===== src/core/pfpe_pkg.sv =====
package pfpe_pkg;

  // ****************************************************************
  // timing
  // ****************************************************************
  localparam longint unsigned CLK_HZ = 100_000_000;
  localparam longint unsigned PD_FILT_T1_S = 4;
  localparam longint unsigned PD_FILT_T2_S = 129;
  localparam longint unsigned PD_FILT_T3_S = 518;
  localparam longint unsigned PD_FILT_T3_IRQ_S = 515;
  localparam int FILT_W = 36;
  localparam logic [FILT_W-1:0] PD_FILT_T1_CYC =
    FILT_W'(PD_FILT_T1_S * CLK_HZ);
  localparam logic [FILT_W-1:0] PD_FILT_T2_CYC =
    FILT_W'(PD_FILT_T2_S * CLK_HZ);
  localparam logic [FILT_W-1:0] PD_FILT_T3_CYC =
    FILT_W'(PD_FILT_T3_S * CLK_HZ);
  localparam logic [FILT_W-1:0] PD_FILT_T3_IRQ_CYC =
    FILT_W'(PD_FILT_T3_IRQ_S * CLK_HZ);

  // ****************************************************************
  // register map (byte addresses)
  // ****************************************************************
  localparam int ADDR_W = 8;
  localparam logic [ADDR_W-1:0] PMCSR0_OFS = 8'h00;
  localparam logic [ADDR_W-1:0] PMCSR1_OFS = 8'h04;
  localparam logic [ADDR_W-1:0] PIN_CFG_OFS = 8'h08;
  localparam logic [ADDR_W-1:0] LOCAL_CTL_OFS = 8'h0c;
  localparam logic [ADDR_W-1:0] GLB_IRQ_OFS = 8'h10;
  localparam logic [ADDR_W-1:0] PM_CAP_OFS = 8'h14;

  // pmcsr fields
  localparam int PM_STATE_LSB = 0;
  localparam int PME_EN_BIT = 8;
  localparam int PME_ST_BIT = 15;
  localparam logic [1:0] PS_D0 = 2'h0;
  localparam logic [1:0] PS_D1 = 2'h1;
  // pin config fields
  localparam int WAKE_SEL_LSB = 4;
  localparam int PIN_SENSE_LSB = 16;
  localparam logic [1:0] WAKE_RISE = 2'h0;
  localparam logic [1:0] WAKE_FALL = 2'h1;
  // local control fields
  localparam int FILT_SEL_LSB = 5;
  localparam int WAKE_EN_BIT = 7;
  // global irq fields
  localparam int F0_PD_ST_BIT = 5;
  localparam int F1_PD_ST_BIT = 6;
  localparam int GLB_EN_BIT = 21;
  localparam int F1_PD_IRQ_BIT = 22;
  localparam int F1_PIN_B_BIT = 23;
  localparam int PD_PIN_EN_LSB = 24;
  localparam logic [31:0] GLB_RW_MASK = 32'hffe0_0000;
  // capability fields
  localparam int CAP_D3COLD_BIT = 15;
  localparam logic [31:0] PM_CAP_BASE = 32'h6602_0000;
  localparam logic [31:0] PM_CAP_BASE_LO = 32'h0000_6000;

  localparam logic [1:0] RESP_OKAY = 2'h0;
  localparam logic [1:0] RESP_SLVERR = 2'h2;

  typedef struct packed {
    logic [1:0] pstate;
    logic pme_en;
    logic pme_st;
  } pfpe_pm_t;

  typedef struct packed {
    logic aw_v;
    logic [ADDR_W-1:0] aw_addr;
    logic w_v;
    logic [31:0] w_data;
    logic [3:0] w_strb;
    logic bvalid;
    logic [1:0] bresp;
    logic rvalid;
    logic [31:0] rdata;
    logic [1:0] rresp;
  } pfpe_bus_t;

endpackage


===== src/core/pfpe_top.sv =====
// Chosen here: the register offsets and the AXI4-Lite slave port.
`timescale 1ns/1ps

// Overview of operation
// - pins 10..3 may request function-1 power-down; only pin 2 wakes it.
// - each power-down pin's active level comes from the pin config register.
// - power-down request follows an enabled active pin without filtering.
// - with the option set, power-down request drives function 1 interrupt.
// - power state changes only by host write; host arms wake-up first.
// - function 1 in D2 or D3 puts parallel port and local bus low-power.
// - a function in D2 or D3 has its interrupts blocked regardless of masks.
// - a function in D2 or D3 refuses BAR accesses; config space still works.
// - function 1 wake-up events occur only while its PME_En is set.
// - wake-up asserts on the third clock edge after pin 2 shows the configured edge.
// - PME_Status sets on wake-up and clears only on host write of one.
// - PME# asserts while PME_Status and PME_En are both set.
// - filter setting 00: power-down irq off, pin 1 irq if bit 21 set.
// - nonzero setting, bit 21 clear: no pin 1 or function 0 power-down irq, status bit 5 shows state.
// - nonzero setting, bit 21 set: power-down irq on, 11 means 515 s.
// - wake enable clear: no change; edge select 00 rising, 01 falling.
// - mode input high selects miniPCI, low selects standard PCI.
// - pin A serves both functions unless bit 23 moves function 1 to pin B in standard PCI; pin B is CLKRUN# in miniPCI.
// - PME# from D3cold advertised and supported only in miniPCI mode.
module pfpe_top #(
  parameter int PINS = 11,
  parameter logic [35:0] FILT_T1_CYC = pfpe_pkg::PD_FILT_T1_CYC,
  parameter logic [35:0] FILT_T2_CYC = pfpe_pkg::PD_FILT_T2_CYC,
  parameter logic [35:0] FILT_T3_CYC = pfpe_pkg::PD_FILT_T3_CYC,
  parameter logic [35:0] FILT_T3_IRQ_CYC = pfpe_pkg::PD_FILT_T3_IRQ_CYC
) (
  input wire logic clk_sys,
  input wire logic sys_rst,
  // axi4-lite slave
  input wire logic [pfpe_pkg::ADDR_W-1:0] s_axi_awaddr,
  input wire logic s_axi_awvalid,
  output logic s_axi_awready,
  input wire logic [31:0] s_axi_wdata,
  input wire logic [3:0] s_axi_wstrb,
  input wire logic s_axi_wvalid,
  output logic s_axi_wready,
  output logic [1:0] s_axi_bresp,
  output logic s_axi_bvalid,
  input wire logic s_axi_bready,
  input wire logic [pfpe_pkg::ADDR_W-1:0] s_axi_araddr,
  input wire logic s_axi_arvalid,
  output logic s_axi_arready,
  output logic [31:0] s_axi_rdata,
  output logic [1:0] s_axi_rresp,
  output logic s_axi_rvalid,
  input wire logic s_axi_rready,
  // device side
  input wire logic [PINS-1:0] multi_purpose_pin,
  input wire logic mini_pci_sel,
  input wire logic f0_uart_idle,
  input wire logic f0_wake_req,
  input wire logic f0_irq_src,
  input wire logic f1_irq_src,
  output logic irq_pin_a_n,
  output logic irq_pin_b_o,
  output logic irq_pin_b_oe_n,
  output logic pme_n_o,
  output logic pme_oe_n,
  output logic f0_low_power,
  output logic f1_low_power,
  output logic f0_bar_en,
  output logic f1_bar_en
);

  // ****************************************************************
  // elaboration checks
  // ****************************************************************
  // pin roles below are fixed to the eleven-pin map
  if (PINS != 11) begin : g_bad_pins
    $error("pfpe_top: pin count must be 11");
  end
  // a zero limit would wrap the filter compare to the all-ones count
  if (FILT_T1_CYC == 36'h0_0000_0000) begin : g_bad_t1
    $error("pfpe_top: first filter limit must be non-zero");
  end
  if (FILT_T2_CYC == 36'h0_0000_0000) begin : g_bad_t2
    $error("pfpe_top: second filter limit must be non-zero");
  end
  if (FILT_T3_CYC == 36'h0_0000_0000) begin : g_bad_t3
    $error("pfpe_top: third filter limit must be non-zero");
  end
  if (FILT_T3_IRQ_CYC == 36'h0_0000_0000) begin : g_bad_t3_irq
    $error("pfpe_top: third interrupt filter limit must be non-zero");
  end

  // ****************************************************************
  // pin roles and filter selects
  // ****************************************************************
  localparam int IRQ_PIN = 1;
  localparam int WAKE_PIN = 2;
  localparam int PD_PIN_LO = 3;
  localparam int PD_PINS = 8;
  localparam logic [1:0] FILT_OFF = 2'h0;
  localparam logic [1:0] FILT_SHORT = 2'h1;
  localparam logic [1:0] FILT_MID = 2'h2;
  localparam logic [1:0] FILT_LONG = 2'h3;

  typedef struct packed {
    pfpe_pkg::pfpe_bus_t bus;
    pfpe_pkg::pfpe_pm_t [1:0] pm;
    logic [31:0] pin_cfg;
    logic [31:0] local_ctl;
    logic [31:0] glb_ctl;
    logic [PINS-1:0] sync1;
    logic [PINS-1:0] sync2;
    logic pin2_prev;
    logic [35:0] filt_cnt;
    logic f0_pd;
    logic irq_a;
    logic irq_b;
    logic pme;
    logic [1:0] low_pwr;
  } pfpe_state_t;

  pfpe_state_t s_q;
  pfpe_state_t s_d;

  // ****************************************************************
  // helpers
  // ****************************************************************
  function automatic logic [31:0] merge(input logic [31:0] old,
                                        input logic [31:0] data,
                                        input logic [3:0] strb);
    logic [31:0] r;
    r = old;
    for (int i = 0; i < 4; i++) begin
      if (strb[i]) begin
        r[i*8 +: 8] = data[i*8 +: 8];
      end
    end
    return r;
  endfunction

  function automatic logic [31:0] pm_word(input pfpe_pkg::pfpe_pm_t p);
    logic [31:0] r;
    r = 32'h0000_0000;
    r[pfpe_pkg::PM_STATE_LSB +: 2] = p.pstate;
    r[pfpe_pkg::PME_EN_BIT] = p.pme_en;
    r[pfpe_pkg::PME_ST_BIT] = p.pme_st;
    return r;
  endfunction

  // ****************************************************************
  // combinational decode
  // ****************************************************************
  logic [PINS-1:0] pin_active;
  logic [1:0] filt_sel;
  logic glb_en;
  logic f1_pd_req;
  logic pin1_irq;
  logic f0_pd_irq;
  logic f0_irq;
  logic f1_irq;
  logic pin2_rise;
  logic pin2_fall;
  logic f1_wake;
  logic f0_wake;
  logic [35:0] filt_lim;
  logic wr_go;
  logic rd_go;
  logic [31:0] gis_rd;
  logic [31:0] cap_rd;

  always_comb begin
    // active level per pin, level bit high means active high
    pin_active = ~(s_q.sync2 ^
      s_q.pin_cfg[pfpe_pkg::PIN_SENSE_LSB +: PINS]);
    filt_sel = s_q.local_ctl[pfpe_pkg::FILT_SEL_LSB +: 2];
    glb_en = s_q.glb_ctl[pfpe_pkg::GLB_EN_BIT];
    // no filter on function 1 power-down
    f1_pd_req = |(pin_active[PD_PIN_LO +: PD_PINS] &
      s_q.glb_ctl[pfpe_pkg::PD_PIN_EN_LSB +: PD_PINS]);
    // a running filter takes pin 1 off the interrupt
    pin1_irq = (filt_sel == FILT_OFF) && glb_en &&
      pin_active[IRQ_PIN];
    f0_pd_irq = (filt_sel != FILT_OFF) && glb_en && s_q.f0_pd;
    // low-power states block interrupts regardless of masks
    f0_irq = (f0_irq_src || pin1_irq || f0_pd_irq) &&
      !s_q.low_pwr[0];
    f1_irq = (f1_irq_src ||
      (f1_pd_req && s_q.glb_ctl[pfpe_pkg::F1_PD_IRQ_BIT])) &&
      !s_q.low_pwr[1];
    pin2_rise = s_q.sync2[WAKE_PIN] && !s_q.pin2_prev;
    pin2_fall = !s_q.sync2[WAKE_PIN] && s_q.pin2_prev;
    f1_wake = 1'b0;
    if (s_q.local_ctl[pfpe_pkg::WAKE_EN_BIT] && s_q.pm[1].pme_en) begin
      case (s_q.pin_cfg[pfpe_pkg::WAKE_SEL_LSB +: 2])
        pfpe_pkg::WAKE_RISE: f1_wake = pin2_rise;
        pfpe_pkg::WAKE_FALL: f1_wake = pin2_fall;
        default: f1_wake = 1'b0;
      endcase
    end
    f0_wake = f0_wake_req && s_q.pm[0].pme_en;
    case (filt_sel)
      FILT_SHORT: filt_lim = FILT_T1_CYC;
      FILT_MID: filt_lim = FILT_T2_CYC;
      FILT_LONG: filt_lim = glb_en ? FILT_T3_IRQ_CYC : FILT_T3_CYC;
      default: filt_lim = 36'h0_0000_0000;
    endcase
    gis_rd = s_q.glb_ctl & pfpe_pkg::GLB_RW_MASK;
    gis_rd[pfpe_pkg::F0_PD_ST_BIT] =
      (filt_sel != FILT_OFF) && s_q.f0_pd;
    gis_rd[pfpe_pkg::F1_PD_ST_BIT] = f1_pd_req;
    cap_rd = pfpe_pkg::PM_CAP_BASE;
    cap_rd[pfpe_pkg::CAP_D3COLD_BIT] = mini_pci_sel;
    wr_go = s_q.bus.aw_v && s_q.bus.w_v && !s_q.bus.bvalid;
    rd_go = s_axi_arvalid && !s_q.bus.rvalid;
  end

  // ****************************************************************
  // next state
  // ****************************************************************
  always_comb begin
    logic [31:0] wv;
    logic [31:0] pw;
    wv = 32'h0000_0000;
    pw = 32'h0000_0000;
    s_d = s_q;
    s_d.sync1 = multi_purpose_pin;
    s_d.sync2 = s_q.sync1;
    s_d.pin2_prev = s_q.sync2[WAKE_PIN];

    // function 0 power-down filter; any activity restarts the wait
    if (!f0_uart_idle || filt_sel == FILT_OFF) begin
      s_d.filt_cnt = 36'h0_0000_0000;
      s_d.f0_pd = 1'b0;
    end else if (s_q.filt_cnt >= filt_lim - 36'h0_0000_0001) begin
      s_d.f0_pd = 1'b1;
    end else begin
      s_d.filt_cnt = s_q.filt_cnt + 36'h0_0000_0001;
    end

    // axi write channel
    if (s_axi_awvalid && !s_q.bus.aw_v) begin
      s_d.bus.aw_v = 1'b1;
      s_d.bus.aw_addr = s_axi_awaddr;
    end
    if (s_axi_wvalid && !s_q.bus.w_v) begin
      s_d.bus.w_v = 1'b1;
      s_d.bus.w_data = s_axi_wdata;
      s_d.bus.w_strb = s_axi_wstrb;
    end
    if (s_q.bus.bvalid && s_axi_bready) begin
      s_d.bus.bvalid = 1'b0;
    end
    if (wr_go) begin
      s_d.bus.aw_v = 1'b0;
      s_d.bus.w_v = 1'b0;
      s_d.bus.bvalid = 1'b1;
      s_d.bus.bresp = pfpe_pkg::RESP_OKAY;
      case (s_q.bus.aw_addr)
        pfpe_pkg::PMCSR0_OFS, pfpe_pkg::PMCSR1_OFS: begin
          for (int f = 0; f < 2; f++) begin
            if (s_q.bus.aw_addr[2] == f[0]) begin
              pw = pm_word(s_q.pm[f]);
              wv = merge(pw, s_q.bus.w_data, s_q.bus.w_strb);
              // only host writes move the power state; D1 unsupported
              if (wv[pfpe_pkg::PM_STATE_LSB +: 2] != pfpe_pkg::PS_D1) begin
                s_d.pm[f].pstate = wv[pfpe_pkg::PM_STATE_LSB +: 2];
              end
              s_d.pm[f].pme_en = wv[pfpe_pkg::PME_EN_BIT];
              // write one clears; zero leaves it
              if (s_q.bus.w_strb[1] &&
                  s_q.bus.w_data[pfpe_pkg::PME_ST_BIT]) begin
                s_d.pm[f].pme_st = 1'b0;
              end
            end
          end
        end
        pfpe_pkg::PIN_CFG_OFS:
          s_d.pin_cfg = merge(s_q.pin_cfg, s_q.bus.w_data, s_q.bus.w_strb);
        pfpe_pkg::LOCAL_CTL_OFS:
          s_d.local_ctl = merge(s_q.local_ctl, s_q.bus.w_data,
            s_q.bus.w_strb);
        pfpe_pkg::GLB_IRQ_OFS:
          s_d.glb_ctl = merge(s_q.glb_ctl, s_q.bus.w_data, s_q.bus.w_strb) &
            pfpe_pkg::GLB_RW_MASK;
        pfpe_pkg::PM_CAP_OFS: ;
        default: s_d.bus.bresp = pfpe_pkg::RESP_SLVERR;
      endcase
    end

    // wake-up sets status after any clear so the set wins
    if (f0_wake) begin
      s_d.pm[0].pme_st = 1'b1;
    end
    if (f1_wake) begin
      s_d.pm[1].pme_st = 1'b1;
    end

    // axi read channel
    if (s_q.bus.rvalid && s_axi_rready) begin
      s_d.bus.rvalid = 1'b0;
    end
    if (rd_go) begin
      s_d.bus.rvalid = 1'b1;
      s_d.bus.rresp = pfpe_pkg::RESP_OKAY;
      case (s_axi_araddr)
        pfpe_pkg::PMCSR0_OFS: s_d.bus.rdata = pm_word(s_q.pm[0]);
        pfpe_pkg::PMCSR1_OFS: s_d.bus.rdata = pm_word(s_q.pm[1]);
        pfpe_pkg::PIN_CFG_OFS: s_d.bus.rdata = s_q.pin_cfg;
        pfpe_pkg::LOCAL_CTL_OFS: s_d.bus.rdata = s_q.local_ctl;
        pfpe_pkg::GLB_IRQ_OFS: s_d.bus.rdata = gis_rd;
        pfpe_pkg::PM_CAP_OFS: s_d.bus.rdata = cap_rd;
        default: begin
          s_d.bus.rdata = 32'h0000_0000;
          s_d.bus.rresp = pfpe_pkg::RESP_SLVERR;
        end
      endcase
    end

    // outputs
    for (int f = 0; f < 2; f++) begin
      s_d.low_pwr[f] = s_d.pm[f].pstate[1];
    end
    s_d.pme = (s_d.pm[0].pme_st && s_d.pm[0].pme_en) ||
      (s_d.pm[1].pme_st && s_d.pm[1].pme_en);
    if (mini_pci_sel) begin
      s_d.irq_a = f0_irq || f1_irq;
      s_d.irq_b = 1'b0;
    end else if (s_q.glb_ctl[pfpe_pkg::F1_PIN_B_BIT]) begin
      s_d.irq_a = f0_irq;
      s_d.irq_b = f1_irq;
    end else begin
      s_d.irq_a = f0_irq || f1_irq;
      s_d.irq_b = 1'b0;
    end
  end

  // ****************************************************************
  // registers
  // ****************************************************************
  always_ff @(posedge clk_sys or posedge sys_rst) begin
    if (sys_rst) begin
      s_q <= '0;
    end else begin
      s_q <= s_d;
    end
  end

  // ****************************************************************
  // ports
  // ****************************************************************
  assign s_axi_awready = !s_q.bus.aw_v;
  assign s_axi_wready = !s_q.bus.w_v;
  assign s_axi_bvalid = s_q.bus.bvalid;
  assign s_axi_bresp = s_q.bus.bresp;
  assign s_axi_arready = !s_q.bus.rvalid;
  assign s_axi_rvalid = s_q.bus.rvalid;
  assign s_axi_rdata = s_q.bus.rdata;
  assign s_axi_rresp = s_q.bus.rresp;
  assign irq_pin_a_n = !s_q.irq_a;
  // pin b is open drain; in miniPCI it belongs to clock-run logic
  assign irq_pin_b_o = 1'b0;
  assign irq_pin_b_oe_n = !s_q.irq_b;
  assign pme_n_o = 1'b0;
  assign pme_oe_n = !s_q.pme;
  assign f0_low_power = s_q.low_pwr[0];
  assign f1_low_power = s_q.low_pwr[1];
  assign f0_bar_en = !s_q.low_pwr[0];
  assign f1_bar_en = !s_q.low_pwr[1];

endmodule


===== config.mk =====
export PLATFORM = sky130hd
export DESIGN_NAME = pfpe_top
export DESIGN_NICKNAME = d
export VERILOG_FILES = /design/src/core/pfpe_pkg.sv /design/src/core/pfpe_top.sv
export SDC_FILE = /design/constraint.sdc
export NUM_CORES = 1
export LEC_CHECK = 0
export BUFFER_PORTS_ARGS = -buffer_cell sky130_fd_sc_hd__buf_4
export CAP_MARGIN = 30
export CORE_MARGIN = 2
export CORE_UTILIZATION = 53
export DETAILED_ROUTE_END_ITERATION = 10
export PLACE_DENSITY = 0.76
export SYNTH_ARGS = -nofsm -noshare
export SYNTH_HDL_FRONTEND = slang
export SYNTH_SLANG_ARGS = --single-unit
export TNS_END_PERCENT = 10

===== constraint.sdc =====
create_clock -name clk_sys -period 7.2 [get_ports clk_sys]
set_input_delay 1.08 -clock clk_sys [delete_from_list [all_inputs] [get_ports clk_sys]]
set_output_delay 1.08 -clock clk_sys [all_outputs]
set_load 0.02 [all_outputs]

; Word-level counts from Yosys, hierarchy flattened
; Index checks and enable logic that the tools add are counted.
[word_totals]
ff_bits = 232
word_cells = 180
[op_classes]
n_addsub = 2
n_lt_le_gt_ge = 1
eq_ne = 17
n_mux = 53
bitwise_logic = 4
reduce_logical = 66
[ops]
columns = cell, count
row1 = one-hot mux 32 bit (6 select lines), 1
row2 = one-hot mux 36 bit (3 select lines), 1
row3 = 2-to-1 mux 104 bit, 1
row4 = 2-to-1 mux 32 bit, 3
row5 = 2-to-1 mux 8 bit, 11
row6 = 2-to-1 mux 37 bit, 2
row7 = 2-to-1 mux 35 bit, 2
row8 = "adder 36 x 1 -> 36 bit, second input constant", 1
row9 = >= comparator 36 bit, 1
row10 = 2-to-1 mux 36 bit, 1
row11 = "subtractor 36 x 1 -> 36 bit, second input constant", 1
row12 = "== test 8 x 4 -> 1 bit, second input constant", 4
row13 = "== test 8 x 5 -> 1 bit, second input constant", 4
row14 = AND reduction 3 bit, 10
row15 = 2-to-1 mux 2 bit, 14
row16 = logical AND 1 bit, 22
row17 = "== test 8 x 3 -> 1 bit, second input constant", 2
row18 = zero test 8 bit, 2
row19 = zero test 1 bit, 12
row20 = 2-to-1 mux 1 bit, 12
row21 = nonzero test 2 bit, 6
row22 = OR reduction 6 bit, 2
row23 = NOT 11 bit, 1
row24 = XOR 11 bit, 1
row25 = 15 further kinds, 26

; Logic depth before layout (Yosys ltp)
; Gate-level depths: netlist of run 1.
[logic_depth]
depth_word = 12
depth_mapped = 15
ltp_nobuf = 12

; Worst setup path before layout of run 1
; OpenSTA, ideal clock, no wires.
[synth_path]
kind = reg2reg
from = register s_q (netlist bit filt_sel[1])
to = register s_q[10] (netlist name)
setup_time_ns = 0.078
arrival_time_ns = 3.215
setup_slack_ns = 3.907
stages_incl_launch_ff = 15
path_buffers = 3
synth_period_minus_slack_ns = 3.293
cell_sequence = dfrtp_1 clkbuf_1 inv_1 ha_1 clkbuf_1 inv_2 xnor2_1 ha_1 a21o_1 a221o_1 a221oi_4 o21ai_2 buf_2 or4_1 a21oi_1
[synth_between]
elab_chain_cells = 5
[synth_lines]
columns = element, line
row1 = start: declaration, pfpe_top.sv:119  ; pfpe_state_t s_q;
row2 = start signal: assignment, pfpe_top.sv:339  ; s_q <= '0;
row3 = start signal: assignment, pfpe_top.sv:341  ; s_q <= s_d;
row4 = == test 2 bit or == test 2 x 1 -> 1 bit (tied branches), pfpe_top.sv:198  ; case (filt_sel)
row5 = one-hot mux 36 bit (3 select lines), pfpe_top.sv:198
row6 = subtractor 36 x 1 -> 36 bit, pfpe_top.sv:231  ; end else if (s_q.filt_cnt >= filt_lim - 36'h0_0000_0001) begin
row7 = >= comparator 36 bit, pfpe_top.sv:231
row8 = inequality test 2 bit (no line), n/a
; Parallel ways exist; a longest one is shown, timed or not.
; A chain may end at the register's enable or synchronous reset.

; Worst setup path after layout of run 1
[layout_path]
from = register s_q (netlist bit filt_sel[1])
to = register s_q[24] (netlist name)
; The elaborated chain is that of the path after synthesis.

==> results of run 1 <==
## per-layer routing
layer  part of all wire  global-route usage  wire length [um]  up-vias
met2               0.48              0.3861             11690      189
met4              0.032             0.07961               766        0
met5                  0                   0                 0        -
met3              0.053             0.04313              1284       43
met1               0.43              0.2977             10500     3751
li1                   -                   -                 -     3543
## power groups by stage
stage | Sequential (uW) | Combinational (uW) | Clock [uW]
floorplan | 1630 | 418 | 0
global placement | 1680 | 541 | 0
detailed placement | 1690 | 561 | 0
CTS | 1670 | 566 | 1350
global route | 1700 | 615 | 1410
finish | 1670 | 562 | 1330
## cells by family (layout without fill, tap and decap cells)
kind of cell / count (synthesis) / in the layout / synth area share
buffers and inverters: 101 / 198 / 0.04979
and+or+nand+nor: 235 / 235 / 0.1151
DFF: 226 / 226 / 0.5283
xor gates and xnor gates: 16 / 16 / 0.01309
adders and majority gates: 33 / 33 / 0.03857
muxes: 131 / 131 / 0.1414
other: 1 / 4 / 0.0003503
AOI/OAI and AO/OA: 185 / 185 / 0.1133
## through the flow
stage	worst slack [ns]	std cells
CTS	2.932	1292
floorplan	3.168	931
detailed placement	2.918	1249
finish	2.856	1293
global placement	2.786	1247
global route	2.672	1293
## cells in the final DEF (no fill, tap or decap), types with 8 or more instances in the layout
cell                        count
sky130_fd_sc_hd__nand4_1       16
sky130_fd_sc_hd__o21ai_0       39
sky130_fd_sc_hd__inv_1         19
sky130_fd_sc_hd__dfrtp_1      226
sky130_fd_sc_hd__a21oi_1       53
sky130_fd_sc_hd__or4_1         28
sky130_fd_sc_hd__buf_4        132
sky130_fd_sc_hd__nor2_1        34
sky130_fd_sc_hd__and3_1        10
sky130_fd_sc_hd__nand3_1       24
sky130_fd_sc_hd__a22oi_1       19
sky130_fd_sc_hd__clkbuf_16     24
sky130_fd_sc_hd__mux2_2       122
sky130_fd_sc_hd__ha_1          33
sky130_fd_sc_hd__nand2_1       81
sky130_fd_sc_hd__xnor2_1       15
sky130_fd_sc_hd__a222oi_1       8
sky130_fd_sc_hd__o31ai_1       31
## area by class of cell
type                            instances  area [sq um]
Fill cell                            1558          7149
Sequential cell                       226          5655
Multi-Input combinational cell        604          4541
Timing Repair Buffer                  134          1030
Clock buffer                           29         649.4
Tap cell                              265         331.6
Clock inverter                         14         215.2
Inverter                               21         82.58
## synthesized netlist by cell type (24+ instances only)
library cell               count
sky130_fd_sc_hd__or4_1        28
sky130_fd_sc_hd__ha_1         33
sky130_fd_sc_hd__clkbuf_1     33
sky130_fd_sc_hd__dfrtp_1     226
sky130_fd_sc_hd__o21ai_0      39
sky130_fd_sc_hd__nand3_1      24
sky130_fd_sc_hd__buf_4        38
sky130_fd_sc_hd__mux2_2      122
sky130_fd_sc_hd__nand2_1      81
sky130_fd_sc_hd__nor2_1       34
sky130_fd_sc_hd__o31ai_1      31
sky130_fd_sc_hd__a21oi_1      53
## sequential cells by signal, indices dropped and copies added (netlist names)
signal and flops:
s_axi_rvalid 1, s_axi_bresp 1, gis_rd 11, s_axi_rresp 1, s_axi_rdata 32, s_q 165, s_d 11, f0_low_power 1
s_axi_bvalid 1, filt_sel 2
## worst min-delay path by stage
stage,endpoint
after global routing,s_q[46]$_DFF_PP0_
after global placement,s_q[47]$_DFF_PP0_
final,s_q[49]$_DFF_PP0_
after detailed placement,s_q[49]$_DFF_PP0_
after CTS,s_q[49]$_DFF_PP0_
after floorplan,s_d[42]$_DFF_PP0_
==> out/qor.log, run 1 <==
[floorplan] horizontal die dimension 146.1 um
[timing] Final Hold Viols 0
[place] number of port buffers 119
[pwr] static leakage 0.005717 uW
[timing] Setup violations, final 0
[pwr] maximum vdd ir drop 230.3 uV
[floorplan] Total Die Area 21350 sq um
[place] area of placed instances 11630 sq um
[synth] top-area cell type share of the netlist area 0.5283
[timing] period utilization 0.6033
[synth] synthesized instance count 928
[global_routing] via count of the first global-routing pass 7681
[timing] setup repair after global routing missed its margin no
[min_path] HP Class flop to flop
[critical_path] startpoint of the worst register-to-register path filt_sel[1]$_DFFE_PP0P_
[clock_network] clock transition at the registers of the reported paths 0.06 ns
[final_layout] Final nets 1119
[min_path] depth of the worst hold-timing path 0
[clock_network] clock sink count 226
[min_path] hold path startpoint s_d[49]$_DFF_PP0_
[clock_network] CTS tree yes
[final_layout] Antenna diodes 0
[pwr] internal cell power 2606 uW
[critical_path] biggest fanout along the worst timing path 34
[timing] headroom to the max-slew limit 0.3857
[critical_path] Crit Path Category flop to flop
[synth] number of enable flip-flop cells after synthesis 0
[floorplan] Initial Util 0.5446
[final_layout] layout-stage area growth over the synthesis result 16.82%
[global_routing] global-route wire length before repair 39550 um
[pwr] Power Density 284.7 nW/um^2
[place] placer's final routability congestion estimate 0.8874
[global_routing] pin count of the biggest net entering global routing 73
[clock_network] cts bufs inserted 24
[global_routing] GRT overflow 0
[critical_path] R2R cell count 11
[critical_path] critical path endpoint category flop
[pwr] Switching Share 0.2679
[critical_path] flop2flop setup slack 2.86 ns
[clock_network] clock latency at the later pin of the worst-skew pair 0.52 ns
[timing] Final min period 4.344 ns
[final_layout] fraction of the core area covered by cells at the end of the flow 0.6362
[critical_path] Worst R2R End s_q[24]$_DFFE_PP0P_
[critical_path] biggest cell delay along the critical path 0.84 ns
[outcome] outcome complete, no violations
[place] HPWL after detailed placement 16660 um
[synth] area of the mapped netlist 10700 sq um
[routing] total number of vias 7526
[synth] Main synth FF type sky130_fd_sc_hd__dfrtp_1
[routing] DRC Markers 0
[synth] flip-flop and latch count after synthesis 226
[critical_path] crit-path cells ha_1, and2_1, a21oi_1, xnor2_1, ha_1, and4_1, nand4_1, o21ai_2, buf_4, or4_1, a21oi_1
[synth] dominant cells by area after synthesis sky130_fd_sc_hd__dfrtp_1 (53%), sky130_fd_sc_hd__mux2_2 (13%), sky130_fd_sc_hd__ha_1 (3.9%), sky130_fd_sc_hd__nand2_1 (2.8%), sky130_fd_sc_hd__buf_4 (2.7%)
[timing] Peak Freq 0.2302 GHz
[routing] antenna violation net count after detailed routing 0
[timing] final hold slack 0.3503 ns
[timing] setup TNS 0 ns
[run] max_cap viols 0
[critical_path] crit path max-delay cell type sky130_fd_sc_hd__o21ai_2
[timing] final slew viol count 0
[pwr] power spent charging and discharging nets 953.5 uW
[routing] iteration-0 DRC count of the detailed router 481
[synth] register area share after synthesis 0.5283
[synth] Synth warnings 0
[clock_network] post-cts gate resize count 0
[timing] Max Clock Skew 0.006428 ns
[clock_network] Hold Buf Count CTS 0
[synth] number of unique standard cell types used by synthesis 61
[global_routing] overall global routing resource usage 0.2285
[synth] cell type with the largest total area after synthesis sky130_fd_sc_hd__dfrtp_1
[floorplan] y dimension of the die 146.1 um
[pwr] clock network fraction of design power 0.372
[pwr] combinational fraction of design power 0.158
[routing] Vias/cell 5.821
[floorplan] I/O Pins 125
[global_routing] antenna violations before repair 0
[pwr] share of total power in sequential cells 0.470
[critical_path] Crit path max-delay family compound AO/OA/AOI/OAI gates
[critical_path] Critical path origin filt_sel[1]$_DFFE_PP0P_
[clock_network] number of buffers added for setup after CTS 0
[timing] transition at the pin with the smallest max-transition slack 0.9215 ns
[critical_path] Critical Path Stages 11
[critical_path] critical path data required time 7.59 ns
[critical_path] critical path data arrival time 4.73 ns
[critical_path] kind of launch point of the worst setup path flop
[clock_network] clock tree buffer depth 3
[routing] Routed Wire Length 24240 um
[floorplan] CORE AREA 19650 sq um
[critical_path] end of the critical path s_q[24]$_DFFE_PP0P_
[clock_network] clock root cell sky130_fd_sc_hd__clkbuf_16
[synth] ys async rst share 1.000
[pwr] Design Power 3559 uW
[synth] per-instance average area after synthesis 11.53 sq um
[routing] Avg WL per Cell 18.75 um
[routing] first-pass iteration count of the detailed router 7
[critical_path] worst path bufs/invs 1
[floorplan] num rows 51
[final_layout] share of final-layout standard cells stronger than drive strength 1 0.3093
[clock_network] # H-tree levels 1
[final_layout] post-route design area 12500 sq um
(Power assumes the default switching activity.)
==> inputs of run 2 (changes only) <==
--- a/config.mk
+++ b/config.mk
@@ -5,12 +5,13 @@
 export SDC_FILE = /design/constraint.sdc
 export NUM_CORES = 1
 export LEC_CHECK = 0
+export ABC_AREA = 1
 export BUFFER_PORTS_ARGS = -buffer_cell sky130_fd_sc_hd__buf_4
 export CAP_MARGIN = 30
 export CORE_MARGIN = 2
-export CORE_UTILIZATION = 53
+export CORE_UTILIZATION = 54
 export DETAILED_ROUTE_END_ITERATION = 10
-export PLACE_DENSITY = 0.76
+export PLACE_DENSITY = 0.77
 export SYNTH_ARGS = -nofsm -noshare
 export SYNTH_HDL_FRONTEND = slang
 export SYNTH_SLANG_ARGS = --single-unit
==> constraint.sdc (replaced) <==
create_clock -name clk_sys -period 3.85 [get_ports clk_sys]
set_input_delay 0.5775 -clock clk_sys [delete_from_list [all_inputs] [get_ports clk_sys]]
set_output_delay 0.5775 -clock clk_sys [all_outputs]
set_load 0.02 [all_outputs]
==> run 2 against run 1 <==
Non-clock buffer count is 3 lower; routed wire length is 17% higher; maximum frequency is 24% higher; sequential power is 75% higher; design area is 6.5% higher; via count is 29% higher; sequential share of layout area is 2.7 points lower; count of clock-buffer cells in the layout stayed put; die area is 5.7% higher; critical path type unchanged.
==> out/qor.log, run 2 <==
[global_routing] via count of the first global-routing pass 9173
[critical_path] R2R cell count 18
[synth] dominant cells by area after synthesis sky130_fd_sc_hd__dfrtp_1 (49%), sky130_fd_sc_hd__nand2_1 (14%), sky130_fd_sc_hd__inv_1 (4.6%), sky130_fd_sc_hd__nor2_1 (4.5%), sky130_fd_sc_hd__nand3_1 (4.3%)
[pwr] Power Density 510.2 nW/um^2
[floorplan] CORE AREA 21020 sq um
[synth] most frequent cell after synthesis sky130_fd_sc_hd__nand2_1
[critical_path] Critical path origin filt_sel[1]$_DFFE_PP0P_
[routing] Avg WL per Cell 15.67 um
[final_layout] layout-stage area growth over the synthesis result 15.32%
[synth] register area share after synthesis 0.4899
[floorplan] y dimension of the die 150.2 um
[run] max_cap viols 0
[outcome] outcome complete, no violations
[timing] Peak Freq 0.2862 GHz
[timing] setup repair after global routing missed its margin no
[timing] final slew viol count 0
[final_layout] top register by number of flip-flops s_q
[critical_path] crit path max-delay cell type sky130_fd_sc_hd__dfrtp_1
[clock_network] clock transition at the registers of the reported paths 0.06 ns
[timing] Setup violations, final 0
[global_routing] antenna violations before repair 0
[critical_path] startpoint of the worst register-to-register path filt_sel[1]$_DFFE_PP0P_
[critical_path] biggest fanout along the worst timing path 36
[clock_network] clock sink count 226
[clock_network] # H-tree levels 1
[timing] headroom to the max-slew limit 0.3668
[routing] antenna violation net count after detailed routing 0
[place] number of port buffers 119
[synth] cell type with the largest total area after synthesis sky130_fd_sc_hd__dfrtp_1
[timing] period utilization 0.9075
[final_layout] Final nets 1625
[final_layout] Antenna diodes 0
[critical_path] critical path data arrival time 3.96 ns
[critical_path] critical path data required time 4.31 ns
[place] HPWL after detailed placement 19690 um
[critical_path] critical path endpoint category flop
[clock_network] cts bufs inserted 25
[synth] flip-flop and latch count after synthesis 226
[critical_path] crit-path cells ha_1, inv_1, nor2_1, nor2_1, nor2_1, xor2_1, a21oi_1, inv_1, ha_1, nand2_1, nor2_1, nand3_1, nor2_1, a21oi_1, nand3_4, buf_4, nand3_1, nand2_1
[timing] Max Clock Skew 0.01345 ns
[floorplan] I/O Pins 125
[final_layout] top library cells by usage in the layout, fill and taps aside sky130_fd_sc_hd__nand2_1 (420), sky130_fd_sc_hd__dfrtp_1 (226), sky130_fd_sc_hd__inv_1 (142), sky130_fd_sc_hd__nor2_1 (138), sky130_fd_sc_hd__buf_4 (128)
[synth] per-instance average area after synthesis 8.016 sq um
[clock_network] post-cts gate resize count 0
[synth] top-area cell type share of the netlist area 0.4899
[routing] iteration-0 DRC count of the detailed router 738
[routing] DRC Markers 0
[clock_network] CTS tree yes
[min_path] HP Class primary input to asynchronous set/reset pin
[critical_path] Crit Path Category flop to flop
[routing] Routed Wire Length 28390 um
[timing] setup TNS 0 ns
[floorplan] horizontal die dimension 150.2 um
[synth] ys async rst share 1.000
[global_routing] GRT overflow 0
[pwr] Design Power 6792 uW
[routing] first-pass iteration count of the detailed router 5
[pwr] static leakage 0.006964 uW
[synth] synthesized instance count 1440
[critical_path] cell repeated most along the worst path sky130_fd_sc_hd__nor2_1
[clock_network] clock latency at the later pin of the worst-skew pair 0.54 ns
[routing] Vias/cell 5.346
[floorplan] Total Die Area 22560 sq um
[timing] transition at the pin with the smallest max-transition slack 0.9464 ns
[place] placer's final routability congestion estimate 0.8684
[critical_path] Worst R2R End s_q[19]$_DFFE_PP0P_
[final_layout] share of final-layout standard cells stronger than drive strength 1 0.1335
[timing] Final min period 3.494 ns
[synth] area of the mapped netlist 11540 sq um
[final_layout] number of flip-flops in the largest register 165
[synth] leading cell types by count after synthesis sky130_fd_sc_hd__nand2_1 (421), sky130_fd_sc_hd__dfrtp_1 (226), sky130_fd_sc_hd__inv_1 (143)
[synth] Synth warnings 0
[clock_network] Hold Buf Count CTS 0
[global_routing] overall global routing resource usage 0.2598
[pwr] maximum vdd ir drop 513.0 uV
[timing] Final Hold Viols 0
[synth] number of unique standard cell types used by synthesis 35
[synth] number of enable flip-flop cells after synthesis 0
[global_routing] global-route wire length before repair 46400 um
[synth] Main synth FF type sky130_fd_sc_hd__dfrtp_1
[global_routing] pin count of the biggest net entering global routing 147
[routing] total number of vias 9682
[critical_path] biggest cell delay along the critical path 0.57 ns
[final_layout] most common library cell in the layout ignoring fill and taps sky130_fd_sc_hd__nand2_1
[critical_path] kind of launch point of the worst setup path flop
[critical_path] flop2flop setup slack 0.36 ns
[floorplan] num rows 53
[floorplan] Initial Util 0.5491
[clock_network] clock tree buffer depth 3
[clock_network] number of buffers added for setup after CTS 0
[clock_network] clock root cell sky130_fd_sc_hd__clkbuf_16
==> run 2: area by class of cell <==
class | count | area [sq um]
fill | 1801 | 7710
timing repair buffer | 131 | 1028
multi-input combinational | 989 | 4838
tap | 275 | 344.1
sequential | 226 | 5655
clock buffer | 29 | 660.6
clock inverter | 17 | 240.2
inverter | 144 | 544.3
==> run 2: critical path, delay by kind of cell (launching register included) <==
family          cells  cell delay, ns
flops               1            0.57
simple gates       10            1.24
xor+xnor            1            0.16
buf+inv             3            0.56
fa+ha+maj           2            0.60
compound gates      2            0.28
==> run 2: worst max-delay path by stage <==
stage	endpoint	slack [ns]	depth (start not counted)
floorplan	f0_low_power$_DFFE_PP0P_	0.32	1
global placement	s_q[34]$_DFFE_PP0P_	0.59	16
detailed placement	s_q[20]$_DFFE_PP0P_	0.46	18
CTS	s_q[12]$_DFFE_PP0P_	0.42	18
global route	s_q[40]$_DFFE_PP0P_	0.003	18
finish	s_q[19]$_DFFE_PP0P_	0.36	18
==> run 2: stage by stage <==
stage                     instances  hold WS, ns  instance area [sq um]  setup slack, ns  utilization
after floorplan                1443       0.3312                  11560           0.3205            -
after global placement         1764       0.3343                  12380           0.5896       0.5891
after detailed placement       1764       0.3347                  12380           0.4623       0.5891
after CTS                      1810       0.1324                  13280           0.4158       0.6319
after global routing           1811      0.06320                  13310         0.002644       0.6332
final                          1811      0.06500                  13310           0.3560       0.6332
==> run 2: kinds of logic after synthesis <==
kind of cell	Yosys count	synth area share
DFF	226	0.4899
xor gates and xnor gates	23	0.01745
AOI/OAI and AO/OA	212	0.09918
other	1	0.0003249
muxes	4	0.003902
buffers and inverters	228	0.09311
adders and majority gates	33	0.03577
and+or+nand+nor	713	0.2604
==> run 2: per-layer routing <==
layer  track usage  share of wire  wire length (um)
met1        0.3686           0.44             12390
met3       0.04030          0.062              1765
met2        0.4176           0.48             13590
met5             0              0                 0
met4       0.07358          0.023               639
==> run 2: where the power goes <==
group	total [uW]	switching, uW	leakage, uW	internal (uW)
sequential	2930	186	0.00295	2750
clock	2580	1000	0.000438	1580
combinational	1280	855	0.00358	422
total	6790	2040	0.00696	4750
